`config.mk`:
```
export PLATFORM = sky130hd
export DESIGN_NAME = qecc_top
export DESIGN_NICKNAME = d
export VERILOG_FILES = /design/src/design/qecc_top.v /design/src/design/qecc_edge.v /design/src/design/qecc_cnt.v
export VERILOG_INCLUDE_DIRS = /design/src /design/src/design
export SDC_FILE = /design/constraint.sdc
export NUM_CORES = 1
export LEC_CHECK = 0
export BUFFER_PORTS_ARGS = -buffer_cell sky130_fd_sc_hd__clkbuf_2
export CAP_MARGIN = 10
export CORE_AREA = 2 2 163 197
export CTS_CLUSTER_DIAMETER = 150
export DETAILED_ROUTE_END_ITERATION = 16
export DIE_AREA = 0 0 165 199
export HOLD_SLACK_MARGIN = 0.02
export PLACE_DENSITY = 0.68
export SETUP_SLACK_MARGIN = 0.15
export SLEW_MARGIN = 20
export SYNTH_ARGS = -nofsm -noshare
export SYNTH_HDL_FRONTEND = slang
export SYNTH_SLANG_ARGS = --single-unit
```
`constraint.sdc`:
```
create_clock -name core_clk -period 6.2 [get_ports core_clk]
set_input_delay 0.31 -clock core_clk [delete_from_list [all_inputs] [get_ports core_clk]]
set_output_delay 0.31 -clock core_clk [all_outputs]
set_load 0.05 [all_outputs]
```
`src/design/qecc_regs.vh`:
```
// register map, field positions and codes of the encoder counter control
// assumes APB with 32-bit data; each register takes one aligned word
//
// Behaviour
// - enable bit 15 runs or stops counters
// - registers stay readable and writable while stopped
// - control bit 14 reads zero, ignores writes
// - idle stop bit 13 halts in idle
// - init mode in bits 12..10, 111 reserved
// - one mode wraps position between limits
// - one mode loads position on next index
// - one mode loads on index after home
// - one mode ignores index for position
// - provide position, index, interval, velocity counters
// - init, capture and upper compare register; init_q here only loads and compares, no capture
// - separate lower compare register
// - x4 quadrature and external up/down counting
// - gated count, gated timer, internal timer
`ifndef QECC_REGS_VH
`define QECC_REGS_VH

// word byte offsets
`define QECC_ADDR_W 8
`define QECC_OFS_CTRL 8'h00
`define QECC_OFS_POS 8'h04
`define QECC_OFS_IDX 8'h08
`define QECC_OFS_TMR 8'h0C
`define QECC_OFS_VEL 8'h10
`define QECC_OFS_INIT 8'h14
`define QECC_OFS_LOW 8'h18
`define QECC_OFS_STAT 8'h1C

// control field positions
`define QECC_B_EN 15
`define QECC_B_IDLE 13
`define QECC_PIM_HI 12
`define QECC_PIM_LO 10
`define QECC_B_GATEN 2
`define QECC_CCM_HI 1
`define QECC_CCM_LO 0
// writable control bits; only bit 14 stays zero
`define QECC_CTRL_MASK 16'hBFFF
`define QECC_CTRL_RST 16'h0000

// position init mode codes
`define QECC_PIM_NONE 3'h0
`define QECC_PIM_EVERY 3'h1
`define QECC_PIM_NEXT 3'h2
`define QECC_PIM_HOME1 3'h3
`define QECC_PIM_HOME2 3'h4
`define QECC_PIM_CMPRST 3'h5
`define QECC_PIM_MOD 3'h6

// count mode codes
`define QECC_CCM_QUAD 2'h0
`define QECC_CCM_UPDN 2'h1
`define QECC_CCM_GCNT 2'h2
`define QECC_CCM_TMR 2'h3

`endif

```
`src/design/qecc_top.v`:
```
// encoder counter control: control register, counters, index handling
// assumes APB master, encoder pins already synchronous to core_clk
`include "qecc_regs.vh"
module qecc_top (
  // clock and reset
  input wire core_clk,
  input wire rst,
  // apb slave
  input wire psel,
  input wire penable,
  input wire pwrite,
  input wire [`QECC_ADDR_W-1:0] paddr,
  input wire [31:0] pwdata,
  output reg [31:0] prdata,
  output reg pready,
  output reg pslverr,
  // encoder pins
  input wire phase_a,
  input wire phase_b,
  input wire index_in,
  input wire home_in,
  // device power state
  input wire idle_mode,
  // status out
  output reg running_q,
  output reg dir_up_q
);

  // control register and threshold registers
  reg [15:0] ctrl_q;
  reg [31:0] init_q;
  reg [31:0] low_q;
  // home tracking for index-after-home modes
  reg home_seen_q;
  reg idx_after_home_q;
  // one-shot arm for next-index mode
  reg next_armed_q;
  reg [2:0] pim_last_q;

  // decoded control fields
  wire en_bit = ctrl_q[`QECC_B_EN];
  wire idle_stop = ctrl_q[`QECC_B_IDLE];
  wire [2:0] pim = ctrl_q[`QECC_PIM_HI:`QECC_PIM_LO];
  wire gaten = ctrl_q[`QECC_B_GATEN];
  wire [1:0] ccm = ctrl_q[`QECC_CCM_HI:`QECC_CCM_LO];

  // counters run only when enabled and not stopped by idle
  wire run = en_bit & ~(idle_stop & idle_mode);

  // apb phases
  wire acc = psel & penable;
  wire wr_go = acc & pready & pwrite;
  wire rd_go = acc & ~pready & ~pwrite;

  // address decode
  wire sel_ctrl = (paddr == `QECC_OFS_CTRL);
  wire sel_pos = (paddr == `QECC_OFS_POS);
  wire sel_idx = (paddr == `QECC_OFS_IDX);
  wire sel_tmr = (paddr == `QECC_OFS_TMR);
  wire sel_vel = (paddr == `QECC_OFS_VEL);
  wire sel_init = (paddr == `QECC_OFS_INIT);
  wire sel_low = (paddr == `QECC_OFS_LOW);
  wire sel_stat = (paddr == `QECC_OFS_STAT);
  wire mapped = sel_ctrl | sel_pos | sel_idx | sel_tmr | sel_vel | sel_init | sel_low | sel_stat;

  // edges of the encoder inputs
  wire a_prev;
  wire b_prev;
  wire a_rise;
  wire a_fall;
  wire b_rise;
  wire b_fall;
  wire i_rise;
  wire h_rise;

  qecc_edge u_edge_a (
    .core_clk(core_clk),
    .rst(rst),
    .in_lvl(phase_a),
    .prev_q(a_prev),
    .rise(a_rise),
    .fall(a_fall)
  );

  qecc_edge u_edge_b (
    .core_clk(core_clk),
    .rst(rst),
    .in_lvl(phase_b),
    .prev_q(b_prev),
    .rise(b_rise),
    .fall(b_fall)
  );

  qecc_edge u_edge_i (
    .core_clk(core_clk),
    .rst(rst),
    .in_lvl(index_in),
    .prev_q(),
    .rise(i_rise),
    .fall()
  );

  qecc_edge u_edge_h (
    .core_clk(core_clk),
    .rst(rst),
    .in_lvl(home_in),
    .prev_q(),
    .rise(h_rise),
    .fall()
  );

  // position step and direction per count mode
  reg pos_step;
  reg pos_up;
  wire a_edge = a_rise | a_fall;
  wire b_edge = b_rise | b_fall;

  // count mode decode
  always @* begin
    pos_step = 1'b0;
    pos_up = dir_up_q;
    case (ccm)
      `QECC_CCM_QUAD: begin
        // every edge of either phase counts once
        pos_step = a_edge | b_edge;
        // a leading b counts up, b leading a counts down
        if (a_edge) begin
          pos_up = phase_a ^ b_prev;
        end else begin
          pos_up = ~(phase_b ^ a_prev);
        end
      end
      `QECC_CCM_UPDN: begin
        // phase a pulses count, phase b gives direction
        pos_step = a_rise;
        pos_up = phase_b;
      end
      `QECC_CCM_GCNT: begin
        // phase a pulses count only while phase b gate is high
        pos_step = a_rise & phase_b;
        pos_up = 1'b1;
      end
      `QECC_CCM_TMR: begin
        // internal timer; gated timer when gate enable is set
        pos_step = gaten ? phase_b : 1'b1;
        pos_up = 1'b1;
      end
      default: begin
        pos_step = 1'b0;
        pos_up = dir_up_q;
      end
    endcase
  end

  // position counter value and index loading
  wire [31:0] pos_cnt;
  wire step_ok = run & pos_step;
  reg pos_ld;
  reg [31:0] pos_ld_val;

  // index event handling per position init mode
  always @* begin
    pos_ld = 1'b0;
    pos_ld_val = init_q;
    if (run) begin
      case (pim)
        `QECC_PIM_NONE: begin
          // index leaves position alone
          pos_ld = 1'b0;
        end
        `QECC_PIM_EVERY: begin
          // every index clears position
          pos_ld = i_rise;
          pos_ld_val = 32'h00000000;
        end
        `QECC_PIM_NEXT: begin
          // next index loads the init value once
          pos_ld = i_rise & next_armed_q;
        end
        `QECC_PIM_HOME1: begin
          // first index after home loads init value
          pos_ld = i_rise & home_seen_q;
        end
        `QECC_PIM_HOME2: begin
          // second index after home loads init value
          pos_ld = i_rise & home_seen_q & idx_after_home_q;
        end
        `QECC_PIM_CMPRST: begin
          // position clears on the step taken while it equals upper compare
          pos_ld = step_ok & (pos_cnt == init_q);
          pos_ld_val = 32'h00000000;
        end
        `QECC_PIM_MOD: begin
          // wrap between lower and upper limits
          if (step_ok & pos_up & (pos_cnt == init_q)) begin
            pos_ld = 1'b1;
            pos_ld_val = low_q;
          end else if (step_ok & ~pos_up & (pos_cnt == low_q)) begin
            pos_ld = 1'b1;
            pos_ld_val = init_q;
          end
        end
        default: begin
          // reserved code does nothing
          pos_ld = 1'b0;
        end
      endcase
    end
  end

  // 32-bit position counter
  qecc_cnt #(.W(32)) u_pos (
    .core_clk(core_clk),
    .rst(rst),
    .wr_en(wr_go & sel_pos),
    .wr_val(pwdata),
    .ld_en(pos_ld),
    .ld_val(pos_ld_val),
    .step_en(step_ok),
    .step_up(pos_up),
    .cnt_q(pos_cnt)
  );

  // load inputs of counters that software alone presets
  wire no_ld = 1'b0;
  wire [31:0] no_ld_val = 32'h00000000;
  // 32-bit index pulse counter
  wire [31:0] idx_cnt;
  qecc_cnt #(.W(32)) u_idx (
    .core_clk(core_clk),
    .rst(rst),
    .wr_en(wr_go & sel_idx),
    .wr_val(pwdata),
    .ld_en(no_ld),
    .ld_val(no_ld_val),
    .step_en(run & i_rise),
    .step_up(dir_up_q),
    .cnt_q(idx_cnt)
  );

  // 32-bit interval timer, counts core clocks while running
  wire [31:0] tmr_cnt;
  qecc_cnt #(.W(32)) u_tmr (
    .core_clk(core_clk),
    .rst(rst),
    .wr_en(wr_go & sel_tmr),
    .wr_val(pwdata),
    .ld_en(no_ld),
    .ld_val(no_ld_val),
    .step_en(run),
    .step_up(1'b1),
    .cnt_q(tmr_cnt)
  );

  // 16-bit velocity counter follows position steps
  wire [15:0] vel_cnt;
  qecc_cnt #(.W(16)) u_vel (
    .core_clk(core_clk),
    .rst(rst),
    .wr_en(wr_go & sel_vel),
    .wr_val(pwdata[15:0]),
    .ld_en(no_ld),
    .ld_val(no_ld_val[15:0]),
    .step_en(step_ok),
    .step_up(pos_up),
    .cnt_q(vel_cnt)
  );

  // software registers, writable at any time
  always @(posedge core_clk) begin
    if (rst) begin
      ctrl_q <= `QECC_CTRL_RST;
      init_q <= 32'h00000000;
      low_q <= 32'h00000000;
    end else if (wr_go) begin
      if (sel_ctrl) begin
        // bit 14 and upper half never stored
        ctrl_q <= pwdata[15:0] & `QECC_CTRL_MASK;
      end
      if (sel_init) begin
        init_q <= pwdata;
      end
      if (sel_low) begin
        low_q <= pwdata;
      end
    end
  end

  // home and index tracking for home modes and next-index arm
  always @(posedge core_clk) begin
    if (rst) begin
      home_seen_q <= 1'b0;
      idx_after_home_q <= 1'b0;
      next_armed_q <= 1'b0;
      pim_last_q <= `QECC_PIM_NONE;
    end else begin
      pim_last_q <= pim;
      // a change of mode restarts the sequences
      if (pim != pim_last_q) begin
        home_seen_q <= 1'b0;
        idx_after_home_q <= 1'b0;
        next_armed_q <= (pim == `QECC_PIM_NEXT);
      end else if (run) begin
        if (pos_ld & i_rise) begin
          // a load ends the sequence
          home_seen_q <= h_rise;
          idx_after_home_q <= 1'b0;
          next_armed_q <= 1'b0;
        end else if (h_rise) begin
          // home starts a fresh count of index events
          home_seen_q <= 1'b1;
          idx_after_home_q <= 1'b0;
        end else if (i_rise & home_seen_q) begin
          idx_after_home_q <= 1'b1;
        end
      end
    end
  end

  // status flops driven to the pins
  always @(posedge core_clk) begin
    if (rst) begin
      running_q <= 1'b0;
      dir_up_q <= 1'b1;
    end else begin
      running_q <= run;
      if (step_ok) begin
        dir_up_q <= pos_up;
      end
    end
  end

  // read mux for the current address
  reg [31:0] rd_val;
  always @* begin
    rd_val = 32'h00000000;
    case (1'b1)
      sel_ctrl: rd_val = {16'h0000, ctrl_q};
      sel_pos: rd_val = pos_cnt;
      sel_idx: rd_val = idx_cnt;
      sel_tmr: rd_val = tmr_cnt;
      sel_vel: rd_val = {16'h0000, vel_cnt};
      sel_init: rd_val = init_q;
      sel_low: rd_val = low_q;
      sel_stat: rd_val = {26'h0000000, dir_up_q, running_q, idx_after_home_q,
                          home_seen_q, phase_b, phase_a};
      default: rd_val = 32'h00000000;
    endcase
  end

  // apb answer: one wait state, then ready with data or error
  always @(posedge core_clk) begin
    if (rst) begin
      pready <= 1'b0;
      pslverr <= 1'b0;
      prdata <= 32'h00000000;
    end else begin
      pready <= acc & ~pready;
      pslverr <= acc & ~pready & ~mapped;
      if (rd_go) begin
        // reads work whether or not counters run
        prdata <= mapped ? rd_val : 32'h00000000;
      end
    end
  end

endmodule

```
`src/design/qecc_edge.v`:
```
// edge detector for one encoder input
// assumes the input is already synchronous to core_clk
module qecc_edge (
  // clock and reset
  input wire core_clk,
  input wire rst,
  // input level and edges
  input wire in_lvl,
  output reg prev_q,
  output wire rise,
  output wire fall
);
  // previous level for edge compare
  always @(posedge core_clk) begin
    if (rst) begin
      prev_q <= 1'b0;
    end else begin
      prev_q <= in_lvl;
    end
  end

  assign rise = in_lvl & ~prev_q;
  assign fall = ~in_lvl & prev_q;
endmodule

```
`src/design/qecc_cnt.v`:
```
// up/down counter with software write and hardware load
// assumes write has priority over load, load over step
module qecc_cnt #(
  parameter W = 32
) (
  // clock and reset
  input wire core_clk,
  input wire rst,
  // software write
  input wire wr_en,
  input wire [W-1:0] wr_val,
  // hardware load
  input wire ld_en,
  input wire [W-1:0] ld_val,
  // counting step
  input wire step_en,
  input wire step_up,
  // count value
  output reg [W-1:0] cnt_q
);
  // one step of the counter per enabled cycle
  always @(posedge core_clk) begin
    if (rst) begin
      cnt_q <= {W{1'b0}};
    end else if (wr_en) begin
      cnt_q <= wr_val;
    end else if (ld_en) begin
      cnt_q <= ld_val;
    end else if (step_en) begin
      if (step_up) begin
        cnt_q <= cnt_q + {{(W-1){1'b0}}, 1'b1};
      end else begin
        cnt_q <= cnt_q - {{(W-1){1'b0}}, 1'b1};
      end
    end
  end
endmodule

```
* Word-level counts from Yosys, hierarchy flattened *
Cells that the tools add are included.

word-level totals
  flip-flop bits (word level) = 237
  bits of input ports = 50
  output and inout port bits = 36
  logic and storage cells = 159

operators by class
  add/subtract/negate cells = 7
  eq/ne operators = 19
  multiplexer cells = 40
  bitwise gates (word level) = 54
  reduce and logical (&&, ||, !) cells = 19

operator list
  kind                                                                   count
  32-bit 2-to-1 mux                                                      19
  32-bit by 1-bit adder with 32-bit output, second input constant        3
  32-bit equality test                                                   2
  32-bit one-hot mux with 2 select lines                                 1
  32-bit by 1-bit subtractor with 32-bit output, second input constant   2
  16-bit 2-to-1 mux                                                      3
  8-bit by 5-bit equality test with 1-bit output, second input constant  4
  1-bit bitwise AND                                                      30
  16-bit by 1-bit adder with 16-bit output, second input constant        1
  8-bit by 4-bit equality test with 1-bit output, second input constant  2
  16-bit by 1-bit subtractor with 16-bit output, second input constant   1
  1-bit 2-to-1 mux                                                       13
  1-bit NOT                                                              12
  2-bit AND reduction                                                    6
  2-bit nonzero test                                                     6
  1-bit bitwise OR                                                       10
  3-bit equality test, second input constant                             3
  8-bit by 3-bit equality test with 1-bit output, second input constant  1
  8-bit logical NOT                                                      1
  3-bit by 2-bit equality test with 1-bit output, second input constant  2
  6-bit 2-to-1 mux                                                       1
  1-bit one-hot mux with 6 select lines                                  1
  3-bit nonzero test                                                     2
  2-bit OR reduction                                                     3
  8 further kinds                                                        10

* Longest topological paths before layout *
  word-level depth = 16
  mapped depth = 17
  gate-level depth less buffers = 17

* Modules after synthesis *
Synthesis repeated with hierarchy kept, for this count alone.

second synthesis, totals
  cell total of the unflattened synthesis = 2460
  area total of the unflattened synthesis = 18875.6 sq um

modules (own cells, without submodules)
  module                instances  cells an instance  area an instance (sq um)  seq. area each (sq um)
  qecc_cnt (u_idx ...)  2          455                3473.3                    640.6
  qecc_top              1          852                6678.9                    2422.3
  qecc_cnt (u_tmr)      1          469                3454.6                    640.6
  qecc_cnt (u_vel)      1          213                1640.3                    320.3
  qecc_edge             4          4                  38.8                      20.0

* Worst setup path before layout *
Ideal clock, no wire load.

  path type = reg2reg
  start point = register u_edge_a.prev_q
  end point = register u_pos.cnt_q[30]
  library setup time = 0.086 ns
  arrival = 4.520 ns
  required time = 6.114 ns
  path slack = 1.595 ns
  stages on the path, launching flop included = 16
  path buffers = 0
  clock period less this slack = 4.605 ns
  cell sequence = dfxtp_1 inv_1 ha_1 or3b_1 o21ai_2 a221oi_4 ha_1 a211o_1 nor4_1 o32ai_1 o31a_1 nor4_1 nor2_1 a221oi_1 xor2_1 a211oi_1

between the ends
  cells in the longest elaborated chain, start to end = 14
  elaborated cells on any way between the ends = 30
  classes of those cells = 14 x mux; 15 x bitwise; 1 x reduce/logical

ends and longest elaborated chain
  element                                                                                                RTL line                        RTL
  start: declaration                                                                                     qecc_edge.v:9                   output reg prev_q,
  start signal: assignment                                                                               qecc_edge.v:18                  prev_q <= in_lvl;
  1-bit NOT                                                                                              qecc_edge.v:22                  assign rise = in_lvl & ~prev_q;
  1-bit bitwise AND                                                                                      qecc_edge.v:22
  1-bit bitwise OR                                                                                       qecc_top.v:115                  wire a_edge = a_rise | a_fall;
  1-bit bitwise OR / 1-bit 2-to-1 mux (equally long branches)                                            qecc_top.v:125, qecc_top.v:127
  1-bit one-hot mux with 4 select lines / 1-bit one-hot mux with 3 select lines (equally long branches)  qecc_top.v:122                  case (ccm)
  1-bit bitwise AND / 1-bit NOT (equally long branches)                                                  qecc_top.v:157, qecc_top.v:198
  1-bit bitwise AND (2 in series)                                                                        qecc_top.v:198                  end else if (step_ok & ~pos_up & (pos_cnt == low_q)) begin
  1-bit 2-to-1 mux                                                                                       qecc_top.v:198
  1-bit 2-to-1 mux                                                                                       qecc_top.v:195                  if (step_ok & pos_up & (pos_cnt == init_q)) begin
  1-bit one-hot mux with 6 select lines                                                                  qecc_top.v:166                  case (pim)
  1-bit 2-to-1 mux                                                                                       qecc_top.v:165                  if (run) begin
  32-bit 2-to-1 mux                                                                                      qecc_cnt.v:27                   end else if (ld_en) begin
  32-bit 2-to-1 mux                                                                                      qecc_cnt.v:25                   end else if (wr_en) begin
  end signal: assignment                                                                                 qecc_cnt.v:24                   cnt_q <= {W{1'b0}};
  end signal: assignment                                                                                 qecc_cnt.v:26                   cnt_q <= wr_val;
  end signal: assignment                                                                                 qecc_cnt.v:28                   cnt_q <= ld_val;
  end: declaration                                                                                       qecc_cnt.v:19                   output reg [W-1:0] cnt_q

Several ways; a longest one is shown, not always the timed one. The select of a mux whose other input is x is not followed.
A chain may end at the register's enable or synchronous reset.

* Worst setup path after layout *
  start point = register u_edge_a.prev_q
  end point = register u_vel.cnt_q[15]

between the ends
  cells in the longest elaborated chain, start to end = 8
  elaborated cells on any way between the ends = 16
  classes of those cells = 6 x mux; 9 x bitwise; 1 x reduce/logical

ends and longest elaborated chain
  element                                RTL line        RTL
  1-bit NOT                              qecc_edge.v:22
  1-bit bitwise AND                      qecc_edge.v:22
  1-bit bitwise OR                       qecc_top.v:115
  1-bit 2-to-1 mux                       qecc_top.v:127  if (a_edge) begin
  1-bit one-hot mux with 3 select lines  qecc_top.v:122
  16-bit 2-to-1 mux                      qecc_cnt.v:30   if (step_up) begin
  16-bit 2-to-1 mux                      qecc_cnt.v:29   end else if (step_en) begin
  16-bit 2-to-1 mux                      qecc_cnt.v:25
  end signal: assignment                 qecc_cnt.v:24
  end signal: assignment                 qecc_cnt.v:26
  end signal: assignment                 qecc_cnt.v:31   cnt_q <= cnt_q + {{(W-1){1'b0}}, 1'b1};
  end: declaration                       qecc_cnt.v:19

Several ways; a longest one is shown, not always the timed one. The select of a mux whose other input is x is not followed.

==> out/results.tsv <==
stage	metric	value	unit
outcome	outcome	finished, final reports clean	
timing	fmax	211	MHz
global_route	pin count of the biggest net entering global routing	92	
place	IO Port Bufs	85	
yosys	post-synth top area cell	dfxtp_1	
setup_path	Worst path slowest cell	a221oi_4	
global_route	antenna violations before repair	0	
finish	fill count	2908	
setup_path	Largest stage delay, worst path	810	ps
setup_path	CP Data Arrival Time	5180	ps
yosys	Post-synth EDFFs	0	
setup_path	most frequent CP cell	ha_1	
setup_path	worst-path cell chain	inv_1, ha_1, or3b_1, o21ai_2, a221oi_4, buf_4, ha_1, and2_1, a311o_1, o311ai_1, a31oi_1, nand4_1, nand4b_1, a21oi_1, xnor2_1, or3_1, a311oi_1	
detailed_routing	Avg Vias per Cell	6.34	
timing	final critical-path setup slack	1470	ps
yosys	Simple-Gate Fraction of Synth Area	19.9	%
global_route	first-pass GRT wire length	82700	um
clock_network	CTS tree	done	
timing	endpoints failing hold	0	
setup_path	Startpoint Class	flip-flop	
power	Pwr Density	200	nW/um2
yosys	mux cell area share after synthesis	2.54	%
yosys	Ys Warns	0	
clock_network	clk sinks	237	
yosys	Post-Syn Instances	2008	
yosys	mean area per synthesized cell	7.74	um2
detailed_routing	Detailed Route WL	54400	um
place	dpl hpwl	38800	um
timing	Setup TNS Final	0	ps
finish	area grow syn2layout	9.86	%
timing	period utilization	76.3	%
timing	Least-Margin Pin Slew	1060	ps
min_path	Worst Hold Class	in -> reg	
floorplan	I/O Pins	86	
power	VDD IR max	160	uV
finish	final cell count without fillers	2444	
clock_network	register clock-pin slew on the reported worst setup and hold paths	60	ps
clock_network	CTS Hold Bufs	0	
floorplan	Starting Density	50.1	%
yosys	main combinational cell family by area after synthesis	compound AO/OA/AOI/OAI gates	
detailed_routing	routed via count	15500	
yosys	Syn Std Cell Area	15500	um2
floorplan	Core Area	31000	um2
floorplan	die width	165	um
setup_path	worst path required time	6650	ps
yosys	sequential share of the synthesized area	30.5	%
place	DP Cell Count	2403	
clock_network	H-Tree Depth	1	
place	GP Congestion	0.961	
power	total power	3410	uW
clock_network	clock root buffer master	clkbuf_16	
yosys	largest cells by area after synthesis	dfxtp_1 31%, nand2_1 6.9%, a21oi_1 6.5%, ha_1 6.1%, nor2_1 5.4%	
yosys	Syn Nets	2137	
timing	setup violators final	0	
yosys	Synth Area in XOR/XNOR	9.36	%
clock_network	Inserted Clock Buffers	26	
detailed_routing	drt wl/cell	22.2	um
clock_network	setup repair bufs after CTS	0	
setup_path	Worst Setup End Kind	flip-flop	
detailed_routing	DRC Markers	0	
detailed_routing	Detail Route Antenna Nets	0	
detailed_routing	Iter 0 DRT Violations	1832	
yosys	top cell type's share of synthesized area	30.5	%
clock_network	Max clock buf depth	3	
timing	Slew HR	29.5	%
setup_path	CP Buf/Inv Count	2	
global_route	GR Overflow Total	0	
detailed_routing	TritonRoute pass-1 iters	5	
floorplan	die area	32800	um2
power	Pleak	0.00677	uW
yosys	Synth Area in Compound Gates	27.4	%
floorplan	row count	71	
yosys	top_reg_cell synth	dfxtp_1	
yosys	synthesized flop and latch total	237	
finish	share of layout cells above drive strength 1	8.96	%
setup_path	Worst path top cell family by delay	compound AO/OA/AOI/OAI gates	
yosys	post-synthesis adder-cell area fraction	6.51	%
floorplan	DIE HEIGHT	199	um
yosys	post-synth cell types	79	
timing	fin crit period	4730	ps
place	dpl cell area	16200	um2
clock_network	Resize count post-CTS	0	
setup_path	Max FO, Critical Path	17	
place	dpl ws	1440	ps
clock_network	worst skew pair latency	550	ps
finish	Final Instance Area	17100	um2
setup_path	worst setup path category	reg -> reg	
timing	Post-Route Skew	17.1	ps
yosys	Synth async-reset ratio	0	%
finish	nets	2159	
run	max cap viols	0	
timing	RSZ-0062 raised after global routing	false	
global_route	gr usage total	32.6	%
timing	max-slew violation count	0	
global_route	vias in the first global route	14300	
==> registers in the layout, summed over array words and instances (netlist names), 3 cells and up <==
register / count
ctrl_q: 15
init_q: 32
low_q: 32
pim_last_q: 3
prdata: 32
u_idx.cnt_q: 32
u_pos.cnt_q: 32
u_tmr.cnt_q: 32
u_vel.cnt_q: 16
==> final cells by class <==
class	instances	area, um2	share of cell area [%]
sequential	237	4740	27.8
inverter	27	101	0.594
timing repair buffer	112	634	3.72
multi-input combinational	1626	10300	60.1
clock buffer	37	783	4.59
clock inverter	3	40.0	0.235
tap	401	502	2.94
antenna	1	2.50	0.0147
==> layer usage <==
metal / part of all wire (%) / vias up / wire length (um) / global-route usage [%]
li1: - / 7354 / - / -
met1: 42 / 7273 / 23100 / 44.9
met2: 44 / 739 / 23900 / 50.3
met3: 9.3 / 132 / 5040 / 5.48
met4: 4.3 / 0 / 2330 / 13.7
met5: 0 / - / 0 / 0
==> power breakdown <==
group	leakage, uW	switching, uW	total [uW]	internal [uW]
registers	0.00191	1.68	1530	1530
logic	0.00445	220	328	108
clock network	0.000409	648	1550	905
total	0.00677	869	3410	2540
==> worst paths after layout <==
check / start / end / slack [ps] / depth (start not counted)
max reg2reg: u_edge_a.prev_q / u_vel.cnt_q[15] / 1470 / 17
min: home_in / u_edge_h.prev_q / 40 / 2
max: u_edge_a.prev_q / u_vel.cnt_q[15] / 1470 / 17
min reg2reg: ctrl_q[7] / ctrl_q[7] / 470 / 2
==> cell usage in the layout, fill, tap and decap left out, drive strengths merged, types with 18 or more instances in the layout <==
| master | netlist | final |
|---|---|---|
| nand3 | 31 | 31 |
| a211oi | 77 | 77 |
| o21ai | 92 | 92 |
| mux2i | 36 | 36 |
| a21o | 32 | 32 |
| a22oi | 44 | 44 |
| a22o | 18 | 18 |
| a21oi | 202 | 202 |
| xor2 | 94 | 94 |
| nor3 | 40 | 40 |
| ha | 76 | 76 |
| a221oi | 35 | 35 |
| dfxtp | 237 | 237 |
| clkbuf | 93 | 121 |
| xnor2 | 72 | 72 |
| a311oi | 19 | 19 |
| buf | 25 | 28 |
| inv | 27 | 27 |
| nor2 | 225 | 225 |
| nand2 | 286 | 286 |
==> Yosys cell counts (5+ instances only) <==
cell       number
nand2_1       286
dfxtp_1       237
nor2_1        225
a21oi_1       202
xor2_1         94
clkbuf_1       93
a211oi_1       77
ha_1           76
o21ai_0        74
xnor2_1        72
a22oi_1        44
nor3_1         38
mux2i_1        36
a221oi_1       34
a21o_1         32
nand3_1        31
inv_1          25
a22o_1         18
a311oi_1       18
and3_1         17
nor2b_1        17
nor4_1         17
a31oi_1        16
o21ai_1        16
nand4_1        15
o22ai_1        15
nand2b_1       14
or3_1          12
o211ai_1       11
a2111oi_0      10
and2_1          9
buf_2           9
o221ai_1        9
buf_1           8
o21a_1          8
buf_4           7
o31ai_1         6
or4_1           5
==> worst register-to-register path: stages (launching register included) <==
cell	delay, ps
dfxtp_1	340
inv_1	50
ha_1	330
or3b_1	200
o21ai_2	70
a221oi_4	810
buf_4	350
ha_1	300
and2_1	180
a311o_1	350
o311ai_1	310
a31oi_1	210
nand4_1	140
nand4b_1	120
a21oi_1	200
xnor2_1	90
or3_1	310
a311oi_1	270
==> stage by stage <==
| stage | hold slack, ps | util [%] |
|---|---|---|
| after global placement | 444 | 52.4 |
| after CTS | 38.1 | 55.0 |
| final | 38.0 | 55.0 |
| after floorplan | 436 | - |
| after global routing | 42.2 | 55.0 |
| after detailed placement | 451 | 52.4 |
==> logic make-up (layout without fill, tap and decap cells) <==
family	after synthesis	after routing
XOR/XNOR	166	166
AO/OA/AOI/OAI	638	638
flip-flops	237	237
buffers and inverters	145	179
AND/OR/NAND/NOR	705	705
adder cells (fa/ha/maj)	79	79
other	0	1
multiplexers	38	38
Note: power is estimated with default switching activity, not from simulation.
